File: config.mk
export PLATFORM = sky130hd
export DESIGN_NAME = eeg_global_regs
export DESIGN_NICKNAME = d
export VERILOG_FILES = /design/src/hw/eeg_pkg.sv /design/src/hw/eeg_global_regs.sv /design/src/hw/eeg_wake_timer.sv
export SDC_FILE = /design/constraint.sdc
export NUM_CORES = 1
export LEC_CHECK = 0
export BUFFER_PORTS_ARGS = -buffer_cell sky130_fd_sc_hd__clkbuf_2
export CAP_MARGIN = 30
export CELL_PAD_IN_SITES_DETAIL_PLACEMENT = 0
export CELL_PAD_IN_SITES_GLOBAL_PLACEMENT = 1
export CORE_MARGIN = 4
export CORE_UTILIZATION = 41
export DETAILED_ROUTE_END_ITERATION = 12
export HOLD_SLACK_MARGIN = 0.12
export PLACE_DENSITY_LB_ADDON = 0.1
export SETUP_SLACK_MARGIN = 0.3
export SYNTH_ARGS = -nofsm -noshare
export SYNTH_HDL_FRONTEND = slang
export SYNTH_SLANG_ARGS = --single-unit
File: constraint.sdc
create_clock -name clock -period 9.01 [get_ports clock]
set_input_delay 1.3515 -clock clock [delete_from_list [all_inputs] [get_ports clock]]
set_output_delay 1.3515 -clock clock [all_outputs]
set_load 0.01 [all_outputs]
File: src/hw/eeg_pkg.sv
// Package for the global EEE indirect register fragment.
// Assumes a byte-wide register port on the switch core clock.
package eeg_pkg;

  // Direct register addresses
  localparam logic [7:0] ADDR_INDIRECT_CTRL = 8'h6e;
  localparam logic [7:0] ADDR_INDIRECT_OFFSET = 8'h6f;
  localparam logic [7:0] ADDR_INDIRECT_DATA = 8'ha0;

  // Indirect control field layout
  localparam int GROUP_MSB = 7;
  localparam int GROUP_LSB = 5;
  localparam int PORT_MSB = 3;
  localparam int PORT_LSB = 0;
  localparam logic [2:0] GROUP_EEE = 3'h1;
  localparam logic [3:0] PORT_GLOBAL = 4'h0;

  // Global EEE byte offsets
  localparam logic [7:0] OFS_MIN_LPI_IDLE_CONTROL_HI = 8'h36;
  localparam logic [7:0] OFS_MIN_LPI_IDLE_CONTROL_LO = 8'h37;
  localparam logic [7:0] OFS_WAKEUP_ERROR_THRESHOLD_HI = 8'h38;
  localparam logic [7:0] OFS_WAKEUP_ERROR_THRESHOLD_LO = 8'h39;
  localparam logic [7:0] OFS_PCS_DIAGNOSTIC_CONTROL_HI = 8'h3a;
  localparam logic [7:0] OFS_PCS_DIAGNOSTIC_CONTROL_LO = 8'h3b;

  // Register contents
  localparam logic [15:0] MIN_LPI_IDLE_CONTROL_VALUE = 16'h0000;
  localparam logic [15:0] WAKEUP_ERROR_THRESHOLD_VALUE = 16'h0201;
  localparam logic [15:0] PCS_DIAGNOSTIC_CONTROL_VALUE = 16'h0000;
  localparam logic [7:0] CTRL_RESET = 8'h00;
  localparam logic [7:0] OFFSET_RESET = 8'h00;

  // Wakeup time unit and its length in clock cycles at 250 MHz
  localparam int CLOCK_PERIOD_PS = 4000;
  localparam int WAKE_UNIT_NS = 1;
  localparam int WAKE_UNIT_CYCLES = (WAKE_UNIT_NS * 1000 + CLOCK_PERIOD_PS - 1) / CLOCK_PERIOD_PS;

  typedef enum logic [1:0] {
    WAKE_IDLE,
    WAKE_TIMING,
    WAKE_LATE
  } eeg_wake_state_type;

endpackage

File: src/hw/eeg_global_regs.sv
// Global EEE indirect register fragment with the wakeup error counter.
// Assumes a byte register port from the switch's serial management logic
// and wakeup pulses from the PHYs, all on the core clock.
`timescale 1ns/1ns

// Functional notes
// - Control bits 7:5 equal 001 select EEE
// - Control bits 3:0 zero select global set
// - Offset register 0x6F holds the byte offset
// - Data register 0xA0 reaches the selected byte
// - Offsets 0x36/0x37 reserved, read 0x0000
// - Offsets 0x38/0x39 read-only limit 0x0201
// - Late PHY wakeup increments wakeup error counter
// - PCS diagnostic register at offsets 0x3A/0x3B
module eeg_global_regs #(
  parameter int PORT_COUNT = 4,
  parameter int ERROR_COUNT_WIDTH = 16,
  parameter int UNIT_CYCLES = eeg_pkg::WAKE_UNIT_CYCLES
) (
  // Clock and reset
  input wire logic clock,
  input wire logic rst,
  // Byte register port
  input wire logic [7:0] reg_addr,
  input wire logic [7:0] reg_wdata,
  input wire logic reg_write,
  input wire logic reg_read,
  output logic [7:0] reg_rdata,
  output logic reg_rvalid,
  // PHY wakeup events, one bit per port
  input wire logic [PORT_COUNT-1:0] phy_wake_start,
  input wire logic [PORT_COUNT-1:0] phy_wake_done,
  // Wakeup error count
  output logic [ERROR_COUNT_WIDTH-1:0] wake_error_count
);

  ////////////////////////////////////////////////////////////////////////////////
  // Indirect selection

  function automatic logic global_eee_selected(input logic [7:0] ctrl);
    return (ctrl[eeg_pkg::GROUP_MSB:eeg_pkg::GROUP_LSB] == eeg_pkg::GROUP_EEE) &&
      (ctrl[eeg_pkg::PORT_MSB:eeg_pkg::PORT_LSB] == eeg_pkg::PORT_GLOBAL);
  endfunction

  // Bytes outside this fragment read as zero here
  function automatic logic [7:0] indirect_byte(input logic [7:0] ctrl, input logic [7:0] offset);
    logic [7:0] value;
    value = 8'h00;
    if (global_eee_selected(ctrl)) begin
      unique case (offset)
        eeg_pkg::OFS_MIN_LPI_IDLE_CONTROL_HI: value = eeg_pkg::MIN_LPI_IDLE_CONTROL_VALUE[15:8];
        eeg_pkg::OFS_MIN_LPI_IDLE_CONTROL_LO: value = eeg_pkg::MIN_LPI_IDLE_CONTROL_VALUE[7:0];
        eeg_pkg::OFS_WAKEUP_ERROR_THRESHOLD_HI: value = eeg_pkg::WAKEUP_ERROR_THRESHOLD_VALUE[15:8];
        eeg_pkg::OFS_WAKEUP_ERROR_THRESHOLD_LO: value = eeg_pkg::WAKEUP_ERROR_THRESHOLD_VALUE[7:0];
        eeg_pkg::OFS_PCS_DIAGNOSTIC_CONTROL_HI: value = eeg_pkg::PCS_DIAGNOSTIC_CONTROL_VALUE[15:8];
        eeg_pkg::OFS_PCS_DIAGNOSTIC_CONTROL_LO: value = eeg_pkg::PCS_DIAGNOSTIC_CONTROL_VALUE[7:0];
        default: value = 8'h00;
      endcase
    end
    return value;
  endfunction

  logic [7:0] indirect_ctrl;
  logic [7:0] indirect_offset;
  logic [7:0] next_indirect_ctrl;
  logic [7:0] next_indirect_offset;
  logic [7:0] next_reg_rdata;
  logic next_reg_rvalid;

  always_comb begin
    next_indirect_ctrl = indirect_ctrl;
    next_indirect_offset = indirect_offset;
    next_reg_rdata = reg_rdata;
    next_reg_rvalid = reg_read;
    if (reg_write) begin
      unique case (reg_addr)
        eeg_pkg::ADDR_INDIRECT_CTRL: next_indirect_ctrl = reg_wdata;
        eeg_pkg::ADDR_INDIRECT_OFFSET: next_indirect_offset = reg_wdata;
        // Every byte of this fragment is reserved or read-only, so data writes change nothing
        default: next_indirect_ctrl = indirect_ctrl;
      endcase
    end
    if (reg_read) begin
      unique case (reg_addr)
        eeg_pkg::ADDR_INDIRECT_CTRL: next_reg_rdata = indirect_ctrl;
        eeg_pkg::ADDR_INDIRECT_OFFSET: next_reg_rdata = indirect_offset;
        eeg_pkg::ADDR_INDIRECT_DATA: next_reg_rdata = indirect_byte(indirect_ctrl, indirect_offset);
        default: next_reg_rdata = 8'h00;
      endcase
    end
  end

  always_ff @(posedge clock or posedge rst) begin
    if (rst) begin
      indirect_ctrl <= eeg_pkg::CTRL_RESET;
      indirect_offset <= eeg_pkg::OFFSET_RESET;
      reg_rdata <= 8'h00;
      reg_rvalid <= 1'b0;
    end else begin
      indirect_ctrl <= next_indirect_ctrl;
      indirect_offset <= next_indirect_offset;
      reg_rdata <= next_reg_rdata;
      reg_rvalid <= next_reg_rvalid;
    end
  end

  ////////////////////////////////////////////////////////////////////////////////
  // Wakeup time unit divider

  localparam int UNIT_WIDTH = (UNIT_CYCLES > 1) ? $clog2(UNIT_CYCLES) : 1;
  localparam logic [UNIT_WIDTH-1:0] UNIT_LAST = UNIT_WIDTH'(UNIT_CYCLES - 1);

  logic [UNIT_WIDTH-1:0] unit_count;
  logic [UNIT_WIDTH-1:0] next_unit_count;
  logic unit_tick;

  always_comb begin
    unit_tick = (unit_count == UNIT_LAST);
    next_unit_count = unit_tick ? '0 : unit_count + 1'b1;
  end

  always_ff @(posedge clock or posedge rst) begin
    if (rst) begin
      unit_count <= '0;
    end else begin
      unit_count <= next_unit_count;
    end
  end

  ////////////////////////////////////////////////////////////////////////////////
  // Per-port wakeup timers and the error counter

  logic [PORT_COUNT-1:0] late_pulse;

  genvar port;
  generate
    for (port = 0; port < PORT_COUNT; port++) begin : gen_timer
      eeg_wake_timer #(
        .COUNT_WIDTH(16)
      ) u_timer (
        .clock(clock),
        .rst(rst),
        .unit_tick(unit_tick),
        .limit(eeg_pkg::WAKEUP_ERROR_THRESHOLD_VALUE),
        .wake_start(phy_wake_start[port]),
        .wake_done(phy_wake_done[port]),
        .late_pulse(late_pulse[port])
      );
    end
  endgenerate

  // Several ports may be late in one cycle; each adds one, and the count saturates
  logic [ERROR_COUNT_WIDTH:0] error_sum;
  logic [ERROR_COUNT_WIDTH-1:0] next_wake_error_count;

  always_comb begin
    error_sum = {1'b0, wake_error_count};
    for (int i = 0; i < PORT_COUNT; i++) begin
      error_sum = error_sum + {{ERROR_COUNT_WIDTH{1'b0}}, late_pulse[i]};
    end
    next_wake_error_count = error_sum[ERROR_COUNT_WIDTH] ? '1 : error_sum[ERROR_COUNT_WIDTH-1:0];
  end

  always_ff @(posedge clock or posedge rst) begin
    if (rst) begin
      wake_error_count <= '0;
    end else begin
      wake_error_count <= next_wake_error_count;
    end
  end

endmodule

File: src/hw/eeg_wake_timer.sv
// Per-port wakeup timer: measures one low-power-idle exit in time units.
// Assumes wake start and done pulses come from logic on the same clock.
`timescale 1ns/1ns

module eeg_wake_timer #(
  parameter int COUNT_WIDTH = 16
) (
  // Clock and reset
  input wire logic clock,
  input wire logic rst,
  // Time unit enable and limit
  input wire logic unit_tick,
  input wire logic [COUNT_WIDTH-1:0] limit,
  // Wakeup events
  input wire logic wake_start,
  input wire logic wake_done,
  // Error pulse, one per late wakeup
  output logic late_pulse
);

  eeg_pkg::eeg_wake_state_type state;
  eeg_pkg::eeg_wake_state_type next_state;
  logic [COUNT_WIDTH-1:0] elapsed;
  logic [COUNT_WIDTH-1:0] next_elapsed;
  logic next_late_pulse;

  always_comb begin
    next_state = state;
    next_elapsed = elapsed;
    next_late_pulse = 1'b0;
    unique case (state)
      eeg_pkg::WAKE_IDLE: begin
        if (wake_start) begin
          next_state = eeg_pkg::WAKE_TIMING;
          next_elapsed = '0;
        end
      end
      eeg_pkg::WAKE_TIMING: begin
        if (wake_done) begin
          next_state = eeg_pkg::WAKE_IDLE;
        end else if (unit_tick) begin
          next_elapsed = elapsed + 1'b1;
          // Longer than the limit is late; one error per wakeup
          if (elapsed >= limit) begin
            next_state = eeg_pkg::WAKE_LATE;
            next_late_pulse = 1'b1;
          end
        end
      end
      eeg_pkg::WAKE_LATE: begin
        if (wake_done) begin
          next_state = eeg_pkg::WAKE_IDLE;
        end
      end
      default: begin
        next_state = eeg_pkg::WAKE_IDLE;
      end
    endcase
  end

  always_ff @(posedge clock or posedge rst) begin
    if (rst) begin
      state <= eeg_pkg::WAKE_IDLE;
      elapsed <= '0;
      late_pulse <= 1'b0;
    end else begin
      state <= next_state;
      elapsed <= next_elapsed;
      late_pulse <= next_late_pulse;
    end
  end

endmodule

-- Word level (Yosys, flattened, before mapping)
Cells that the tools add are included.
- bits in registers: 118
- input port bits: 28
- output and inout bits: 25
- logic and storage cells: 150
- $add $sub $neg: 9
- order comparisons: 4
- equality and inequality tests: 38
- multiplexer cells: 61
- reduce and logical (&&, ||, !) cells: 20
- operators with widths (kind ; count):
    $mux 16 ; 13
    $pmux 16 s2 ; 4
    $add 16x1->16 const B ; 4
    $ge 16x10->1 const B ; 4
    $add 17x1->17 ; 3
    $mux 2 ; 21
    $ne 2x2->1 const B ; 16
    $reduce_and 4->1 ; 8
    $pmux 2 s3 ; 4
    $pmux 8 s3 ; 1
    $add 16x1->17 ; 1
    $mux 1 ; 17
    $eq 8x6->1 const B ; 2
    $eq 8x7->1 const B ; 2
    $ne 3x2->1 const B ; 4
    $ne 3x3->1 const B ; 4
    $eq 2x1->1 const B ; 4
    $eq 2x2->1 const B ; 4
    $eq 8x8->1 const B ; 1
    $logic_not 2->1 ; 4
    $reduce_bool 2->1 ; 4
    $logic_not 4->1 ; 1
    $pmux 2 s2 ; 1
    $reduce_and 2->1 ; 2
    other kinds (3) ; 3

-- Longest topological paths before layout
Gate-level depths: netlist (run 1).
- depth in word-level cells: 5
- gate-level depth with buffers: 10
- gate-level depth less buffers: 9

-- By module
From an unflattened synthesis (run 1), not the netlist that was laid out.
- cells, all modules: 789
- area, all modules: 7443.4 um2
- by module, submodules not included (module ; times used ; cells an instance ; area an instance (um2) ; seq. area each (um2)):
    eeg_wake_timer (gen_timer[0].u_timer ...) ; 3 ; 155 ; 1375.1 ; 475.5
    eeg_global_regs ; 1 ; 173 ; 1970.6 ; 1026.0
    eeg_wake_timer (gen_timer[3].u_timer) ; 1 ; 151 ; 1347.5 ; 475.5

-- Worst setup path after synthesis (run 1)
Ideal clock, no wire load.
- kind: reg2reg
- start point: register wake_error_count[0]
- end point: register wake_error_count[10]
- library setup time: 0.068 ns
- arrival time: 2.818 ns
- data required time: 8.942 ns
- setup slack: 6.124 ns
- stages on the path, launching flop included: 11
- path buffers: 1
- period minus slack after synthesis: 2.886 ns
- cell sequence: dfrtp_1 > fa_1 > inv_1 > fa_1 > inv_1 > fa_1 > nand4_1 > nor3_1 > nand3_1 > clkbuf_1 > nand2_1
- cells in the longest elaborated chain, start to end: 5
- RTL lines (item ; line ; RTL):
    from (decl) ; eeg_global_regs.sv:34 ; output logic [ERROR_COUNT_WIDTH-1:0] wake_error_count
    from (signal assigned) ; eeg_global_regs.sv:168 ; wake_error_count <= next_wake_error_count;
    $add 16x1->17 ; eeg_global_regs.sv:159 ; error_sum = error_sum + {{ERROR_COUNT_WIDTH{1'b0}}, late_pulse[i]};
    $add 17x1->17 (3 in series) ; eeg_global_regs.sv:159 ;
    $mux 16 ; eeg_global_regs.sv:161 ; next_wake_error_count = error_sum[ERROR_COUNT_WIDTH] ? '1 : error_sum[ERROR_COUNT_WIDTH-1:0];
    via next_wake_error_count[10] ; eeg_global_regs.sv:154 ; logic [ERROR_COUNT_WIDTH-1:0] next_wake_error_count;
The timed path passes the listed nets, and every way through them passes these cells.
A chain may end at the register's enable or synchronous reset.

-- Worst setup path in the final report (run 1)
- start point: register wake_error_count[0]
- end point: register wake_error_count[13]
Same word-level chain as after synthesis.

==> results of run 1 <==
[worst paths after layout]
path | endpoint | slack (ns) | depth (start not counted)
min reg2reg | indirect_ctrl[4] | 0.51 | 1
max in group asynchronous | wake_error_count[14] | 6.74 | 3
max reg2reg | wake_error_count[13] | 5.64 | 9
min | indirect_ctrl[4] | 0.51 | 1
min in group asynchronous | gen_timer[3].u_timer.elapsed[1] | 1.05 | 2
max | wake_error_count[13] | 5.64 | 9
[cell type report]
class,count,area [um2]
Clock buffer,19,452.9
Fill cell,1433,7535
Inverter,30,115.1
Timing Repair Buffer,55,282.8
Sequential cell,117,2928
Tap cell,184,230.2
Clock inverter,13,85.08
Multi-Input combinational cell,470,3126
[metal layers]
| layer | vias to the layer above | global-route usage (%) | routed length [um] |
|---|---|---|---|
| li1 | 2423 | - | - |
| met2 | 82 | 25.10 | 6341 |
| met1 | 2418 | 21.67 | 6560 |
| met4 | 0 | 5.893 | 201 |
| met3 | 16 | 4.281 | 437 |
| met5 | - | 0 | 0 |
[metrics by stage]
stage	hold WS (ns)	total power, uW	cell area, um2
detailed placement	0.4973	814.2	6681
finish	0.5063	1403	7219
floorplan	0.4767	746.7	6255
CTS	0.5092	1422	7219
global route	0.5380	1484	7219
global placement	0.4871	806.5	6681
[power by group through the flow]
stage               clock [uW]  combinational, uW  sequential, uW
CTS                        616                198             608
global route               644                225             616
floorplan                    0                146             601
detailed placement           0                198             616
global placement             0                192             615
finish                     603                193             608
[flip-flops by register name, summed over array words and instances (netlist names)]
signal                        flops
gen_timer.u_timer.state           8
reg_rdata                         8
gen_timer.u_timer.late_pulse      4
indirect_offset                   8
reg_rvalid                        1
wake_error_count                 16
indirect_ctrl                     8
gen_timer.u_timer.elapsed        64
[layout by cell type, fill, tap and decap left out, types with 4 or more instances in the layout]
master,count
a2111oi_0,4
a211o_1,4
a211oi_1,4
a21oi_1,31
a31o_2,9
a31oi_1,12
a41o_1,5
and3_1,7
and4_1,6
clkbuf_16,17
clkbuf_2,52
clkinv_2,6
clkinvlp_4,5
dfrtp_1,117
ha_1,13
inv_1,29
mux2_2,23
mux2i_1,7
nand2_1,67
nand2b_1,14
nand3_1,27
nand4_1,14
nor2_1,56
nor2b_1,5
nor3_1,10
nor3b_1,5
nor4_1,8
nor4b_1,4
o21ai_0,26
o22ai_1,6
o31ai_1,12
or3_1,12
or3b_2,5
or4_1,9
xnor2_1,17
xor2_1,12
[synthesized netlist by cell type (4+ instances only)]
master / instances
nor2b_1: 5
o31ai_1: 12
buf_2: 4
and4_1: 6
mux2i_1: 7
a41o_1: 5
a211o_1: 4
o21ai_0: 26
a21oi_1: 31
or3_1: 12
inv_1: 30
o22ai_1: 6
xor2_1: 12
dfrtp_1: 117
a211oi_1: 4
nor3_1: 10
nand4_1: 14
clkbuf_1: 16
nor4_1: 8
a31o_2: 9
nor4b_1: 4
ha_1: 13
and3_1: 7
nor3b_1: 5
a2111oi_0: 4
or4_1: 9
nand2b_1: 14
nor2_1: 56
xnor2_1: 17
a31oi_1: 12
or3b_2: 5
mux2_2: 23
nand3_1: 27
nand2_1: 67
[kinds of logic after synthesis]
group	after synthesis	share of synthesized area [%]
multiplexers	30	5.261
AND/OR/NAND/NOR	264	22.52
buffers and inverters	52	3.221
adder cells (fa/ha/maj)	16	3.561
XOR/XNOR	29	4.061
AO/OA/AOI/OAI	131	14.56
flip-flops	117	46.81
==> results.sh, run 1 <==
export IMPL_cts_tree="yes"
export IMPL_yosysTopAreaCell="dfrtp_1"
export IMPL_post_route_min_period_ns=3.374
export IMPL_die_w_um=131.5
export IMPL_syn_avg_cell_area_um2=9.788
export IMPL_cap_violations=0
export IMPL_cpMostUsedCell="fa_1"
export IMPL_grt_pass1_wl_mm=23.18
export IMPL_setup_ws_ns=5.636
export IMPL_synth_seq_cells=117
export IMPL_dpl_hpwl_mm=9.586
export IMPL_synth_area_leaders="dfrtp_1, mux2_2, nand2_1"
export IMPL_maxSlewViolCount=0
export IMPL_netSwitchingFraction_pct=28.74
export IMPL_rows=44
export IMPL_vias_per_cell=5.562
export IMPL_die_h_um=131.5
export IMPL_start_util_pct=42.39
export IMPL_post_cts_buffers=0
export IMPL_leakage_uw=0.003296
export IMPL_min_path_type="reg -> reg"
export IMPL_rr_startpoint="wake_error_count[0]"
export IMPL_worst_pin_slew_ns=0.9259
export IMPL_cp_slowest_stage_delay_ns=0.55
export IMPL_power_frac_comb_pct=13.8
export IMPL_max_freq_mhz=296.4
export IMPL_rsz0062_at_grt="false"
export IMPL_endpoint_kind="flop"
export IMPL_cp_start_kind="flop"
export IMPL_skew_ns=0.006591
export IMPL_grt_pass1_vias=4767
export IMPL_grt_max_degree=62
export IMPL_drt_first_iter_violations=229
export IMPL_finalSetupTns_ns=0
export IMPL_wl_mm=13.54
export IMPL_fin_nets=735
export IMPL_holdCritStartpoint="indirect_ctrl[4]"
export IMPL_pre_cts_ws_ns=5.661
export IMPL_power_switching_uw=403.2
export IMPL_num_vias=4939
export IMPL_postLayoutCoreUtil_pct=48.93
export IMPL_die_area_um2=17300
export IMPL_h_tree_depth=4
export IMPL_powerDensity_nw_per_um2=194.3
export IMPL_p_seq_share_pct=43.3
export IMPL_crit_path_start="wake_error_count[0]"
export IMPL_timing_final_hold_violations=0
export IMPL_synthArstFlopShare_pct=100.0
export IMPL_ys_warn_count=0
export IMPL_worstPathArrival_ns=3.69
export IMPL_synth_seq_area_share_pct=46.81
export IMPL_intPower_uw=999.9
export IMPL_globalRouteTotalUtil_pct=16.11
export IMPL_antenna_found_initial=0
export IMPL_cts_resized=0
export IMPL_required_ns=9.33
export IMPL_netlist_instances=639
export IMPL_max_vdd_ir_drop_mv=0.1475
export IMPL_fin_cells=888
export IMPL_diodes=0
export IMPL_synth_main_ff_cell="dfrtp_1"
export IMPL_setup_violations_final=0
export IMPL_fin_crit_sh_pct=37.44
export IMPL_clockBufferDepth=2
export IMPL_cp_cell_sequence="fa_1 > inv_1 > fa_1 > inv_1 > fa_1 > nand4_1 > nor3_1 > nand3_1 > nand3_1"
export IMPL_place_congestion=0.7989
export IMPL_drive_gt1_share_pct=19.32
export IMPL_coreArea_um2=14750
export IMPL_area_delta_synth_final_pct=15.42
export IMPL_syn_nets=683
export IMPL_dp_cells=856
export IMPL_clockPowerShare_pct=42.9
export IMPL_clockRootBuffer="clkbuf_16"
export IMPL_crit_fanout=13
export IMPL_ios=53
export IMPL_crit_type="reg -> reg"
export IMPL_critPathSlowestCell="nor3_1"
export IMPL_slew_headroom_pct=38.05
export IMPL_ant_nets=0
export IMPL_syn_area_um2=6255
export IMPL_dr_pass1_iters=4
export IMPL_wl_per_cell_um=15.25
export IMPL_ctsHoldBuffers=0
export IMPL_cts_clk_slew_worst_paths_ns=0.05
export IMPL_drc=0
export IMPL_gr_total_overflow=0
export IMPL_synth_top_area_share_pct=46.81
export IMPL_cp_top_family="simple AND/OR/NAND/NOR gates"
export IMPL_cts_sinks=117
export IMPL_synth_cell_type_count=61
export IMPL_cts_made_buffers=17
export IMPL_status="finished, final reports clean"
export IMPL_clkLatencyLatePin_ns=0.41
export IMPL_worst_path_buf_inv=2
export IMPL_port_buffers=52
export IMPL_synth_edf_count=0
No activity file was read; power rests on OpenSTA's default activity.
==> run 2, diff against run 1 <==
==> constraint.sdc (replaced) <==
create_clock -name clock -period 3.2 [get_ports clock]
set_input_delay 0.48 -clock clock [delete_from_list [all_inputs] [get_ports clock]]
set_output_delay 0.48 -clock clock [all_outputs]
set_load 0.01 [all_outputs]
==> run 2 against run 1 <==
Against the previous run: combinational power rose to 2.8 times the previous value; wire length is 1.3% higher; critical path type unchanged; largest cell class unchanged; critical endpoint is now wake_error_count[15]; largest power group is now the clock network; via count increased by 0.10%.
==> results.sh, run 2 (synthesis gave the netlist of run 1 again) <==
export IMPL_grt_pass1_wl_mm=23.24
export IMPL_status="finished, final reports clean"
export IMPL_regMostFlops="gen_timer.u_timer.elapsed"
export IMPL_final_cell_mix="dfrtp_1, nand2_1, nor2_1, clkbuf_2, a21oi_1"
export IMPL_rows=44
export IMPL_drive_gt1_share_pct=19.92
export IMPL_wl_mm=13.72
export IMPL_leakage_uw=0.003352
export IMPL_largest_reg_flops=64
export IMPL_area_delta_synth_final_pct=17.28
export IMPL_rsz0062_at_grt="false"
export IMPL_max_freq_mhz=363.6
export IMPL_reg2reg_setup_slack_ns=0.45
export IMPL_cts_clk_slew_worst_paths_ns=0.05
export IMPL_worst_pin_slew_ns=0.9072
export IMPL_drc=0
export IMPL_placed_area_um2=6733
export IMPL_start_util_pct=42.39
export IMPL_dr_pass1_iters=4
export IMPL_pre_cts_ws_ns=0.2071
export IMPL_clockRootBuffer="clkbuf_16"
export IMPL_dpl_hpwl_mm=9.679
export IMPL_max_vdd_ir_drop_mv=0.3513
export IMPL_final_common_cell="dfrtp_1"
export IMPL_place_congestion=0.8034
export IMPL_r2r_cells=7
export IMPL_die_h_um=131.5
export IMPL_die_w_um=131.5
export IMPL_drt_first_iter_violations=189
export IMPL_dp_cells=861
export IMPL_slew_headroom_pct=39.30
export IMPL_required_ns=3.49
export IMPL_crit_fanout=5
export IMPL_fin_crit_sh_pct=85.94
export IMPL_timing_final_hold_violations=0
export IMPL_ant_nets=0
export IMPL_min_path_type="in -> async"
export IMPL_diodes=0
export IMPL_coreArea_um2=14750
export IMPL_cts_tree="yes"
export IMPL_antenna_found_initial=0
export IMPL_gr_total_overflow=0
export IMPL_post_cts_buffers=0
export IMPL_grt_pass1_vias=4814
export IMPL_crit_type="reg -> reg"
export IMPL_fin_cells=892
export IMPL_die_area_um2=17300
export IMPL_setup_violations_final=0
export IMPL_worstPathArrival_ns=3.04
export IMPL_clkLatencyLatePin_ns=0.41
export IMPL_post_route_min_period_ns=2.750
export IMPL_reg_top3="gen_timer.u_timer.elapsed (64), wake_error_count (16)"
export IMPL_powerDensity_nw_per_um2=568.4
export IMPL_finalSetupTns_ns=0
export IMPL_grt_max_degree=69
export IMPL_num_vias=4944
export IMPL_clockBufferDepth=2
export IMPL_wl_per_cell_um=15.38
export IMPL_skew_ns=0.007112
export IMPL_cts_made_buffers=17
export IMPL_endpoint_kind="flop"
export IMPL_h_tree_depth=4
export IMPL_setup_ws_ns=0.4500
export IMPL_vias_per_cell=5.543
export IMPL_reg2reg_to="wake_error_count[15]"
export IMPL_holdWs_ns=0.1792
export IMPL_rr_startpoint="wake_error_count[0]"
export IMPL_fin_nets=740
export IMPL_maxSlewViolCount=0
export IMPL_port_buffers=52
export IMPL_cap_violations=0
export IMPL_globalRouteTotalUtil_pct=16.13
export IMPL_stdcell_area_um2=7336
export IMPL_ios=53
export IMPL_cts_sinks=117
export IMPL_cp_start_kind="flop"
## run 2: metrics by stage
step	util, %	total power, uW
after CTS	49.67	4224
after global placement	45.63	2281
after detailed placement	45.63	2291
final	49.72	4170
after global routing	49.72	4394
after floorplan	-	2103
## run 2: layout make-up
type | instances | area (um2)
clock inverters | 10 | 130.1
multi-input cells | 470 | 3138
fillers | 1398 | 7418
repair buffers | 60 | 332.8
clock buffers | 21 | 460.4
well taps | 184 | 230.2
flip-flops and latches | 117 | 2928
inverters | 30 | 116.4
## run 2: worst max-delay path by stage
stage	slack, ns	depth (start not counted)	start	to
3_3_place_gp	0.26	9	wake_error_count[0]	wake_error_count[13]
6_report	0.45	7	wake_error_count[0]	wake_error_count[15]
2_1_floorplan	0.31	10	wake_error_count[0]	wake_error_count[10]
4_1_cts	0.33	9	wake_error_count[0]	wake_error_count[13]
3_5_place_dp	0.21	9	wake_error_count[0]	wake_error_count[13]
5_1_grt	0.31	7	wake_error_count[0]	wake_error_count[15]
## run 2: report_power, final
group	internal (uW)	switching, uW
Combinational	224	321
Sequential	1570	138
Clock	1250	660
Total	3050	1120
## run 2: timing repair
| action | in CTS | in global routing |
|---|---|---|
| pin swaps | 0 | 2 |
| hold buffers | 0 | 0 |
| endpoints found under the setup margin | 13 | 15 |
| resized for setup | 1 | 2 |
| hold endpoints to repair | 0 | 0 |
## run 2: metal layers
layer | track usage, % | up-vias | part of all wire, %
met3 | 5.008 | 23 | 4.0
met5 | 0 | - | 0
li1 | - | 2434 | -
met2 | 26.05 | 97 | 47
met1 | 20.73 | 2390 | 48
met4 | 5.309 | 0 | 1.4
## run 2: worst max-delay path, cell delays in order, from the launching register on
cell and delay (ns):
dfrtp_1 0.40, fa_1 0.54, inv_1 0.05, fa_1 0.43, nor2b_1 0.28, o21ai_0 0.24
nor4_1 0.34, mux2_2 0.36
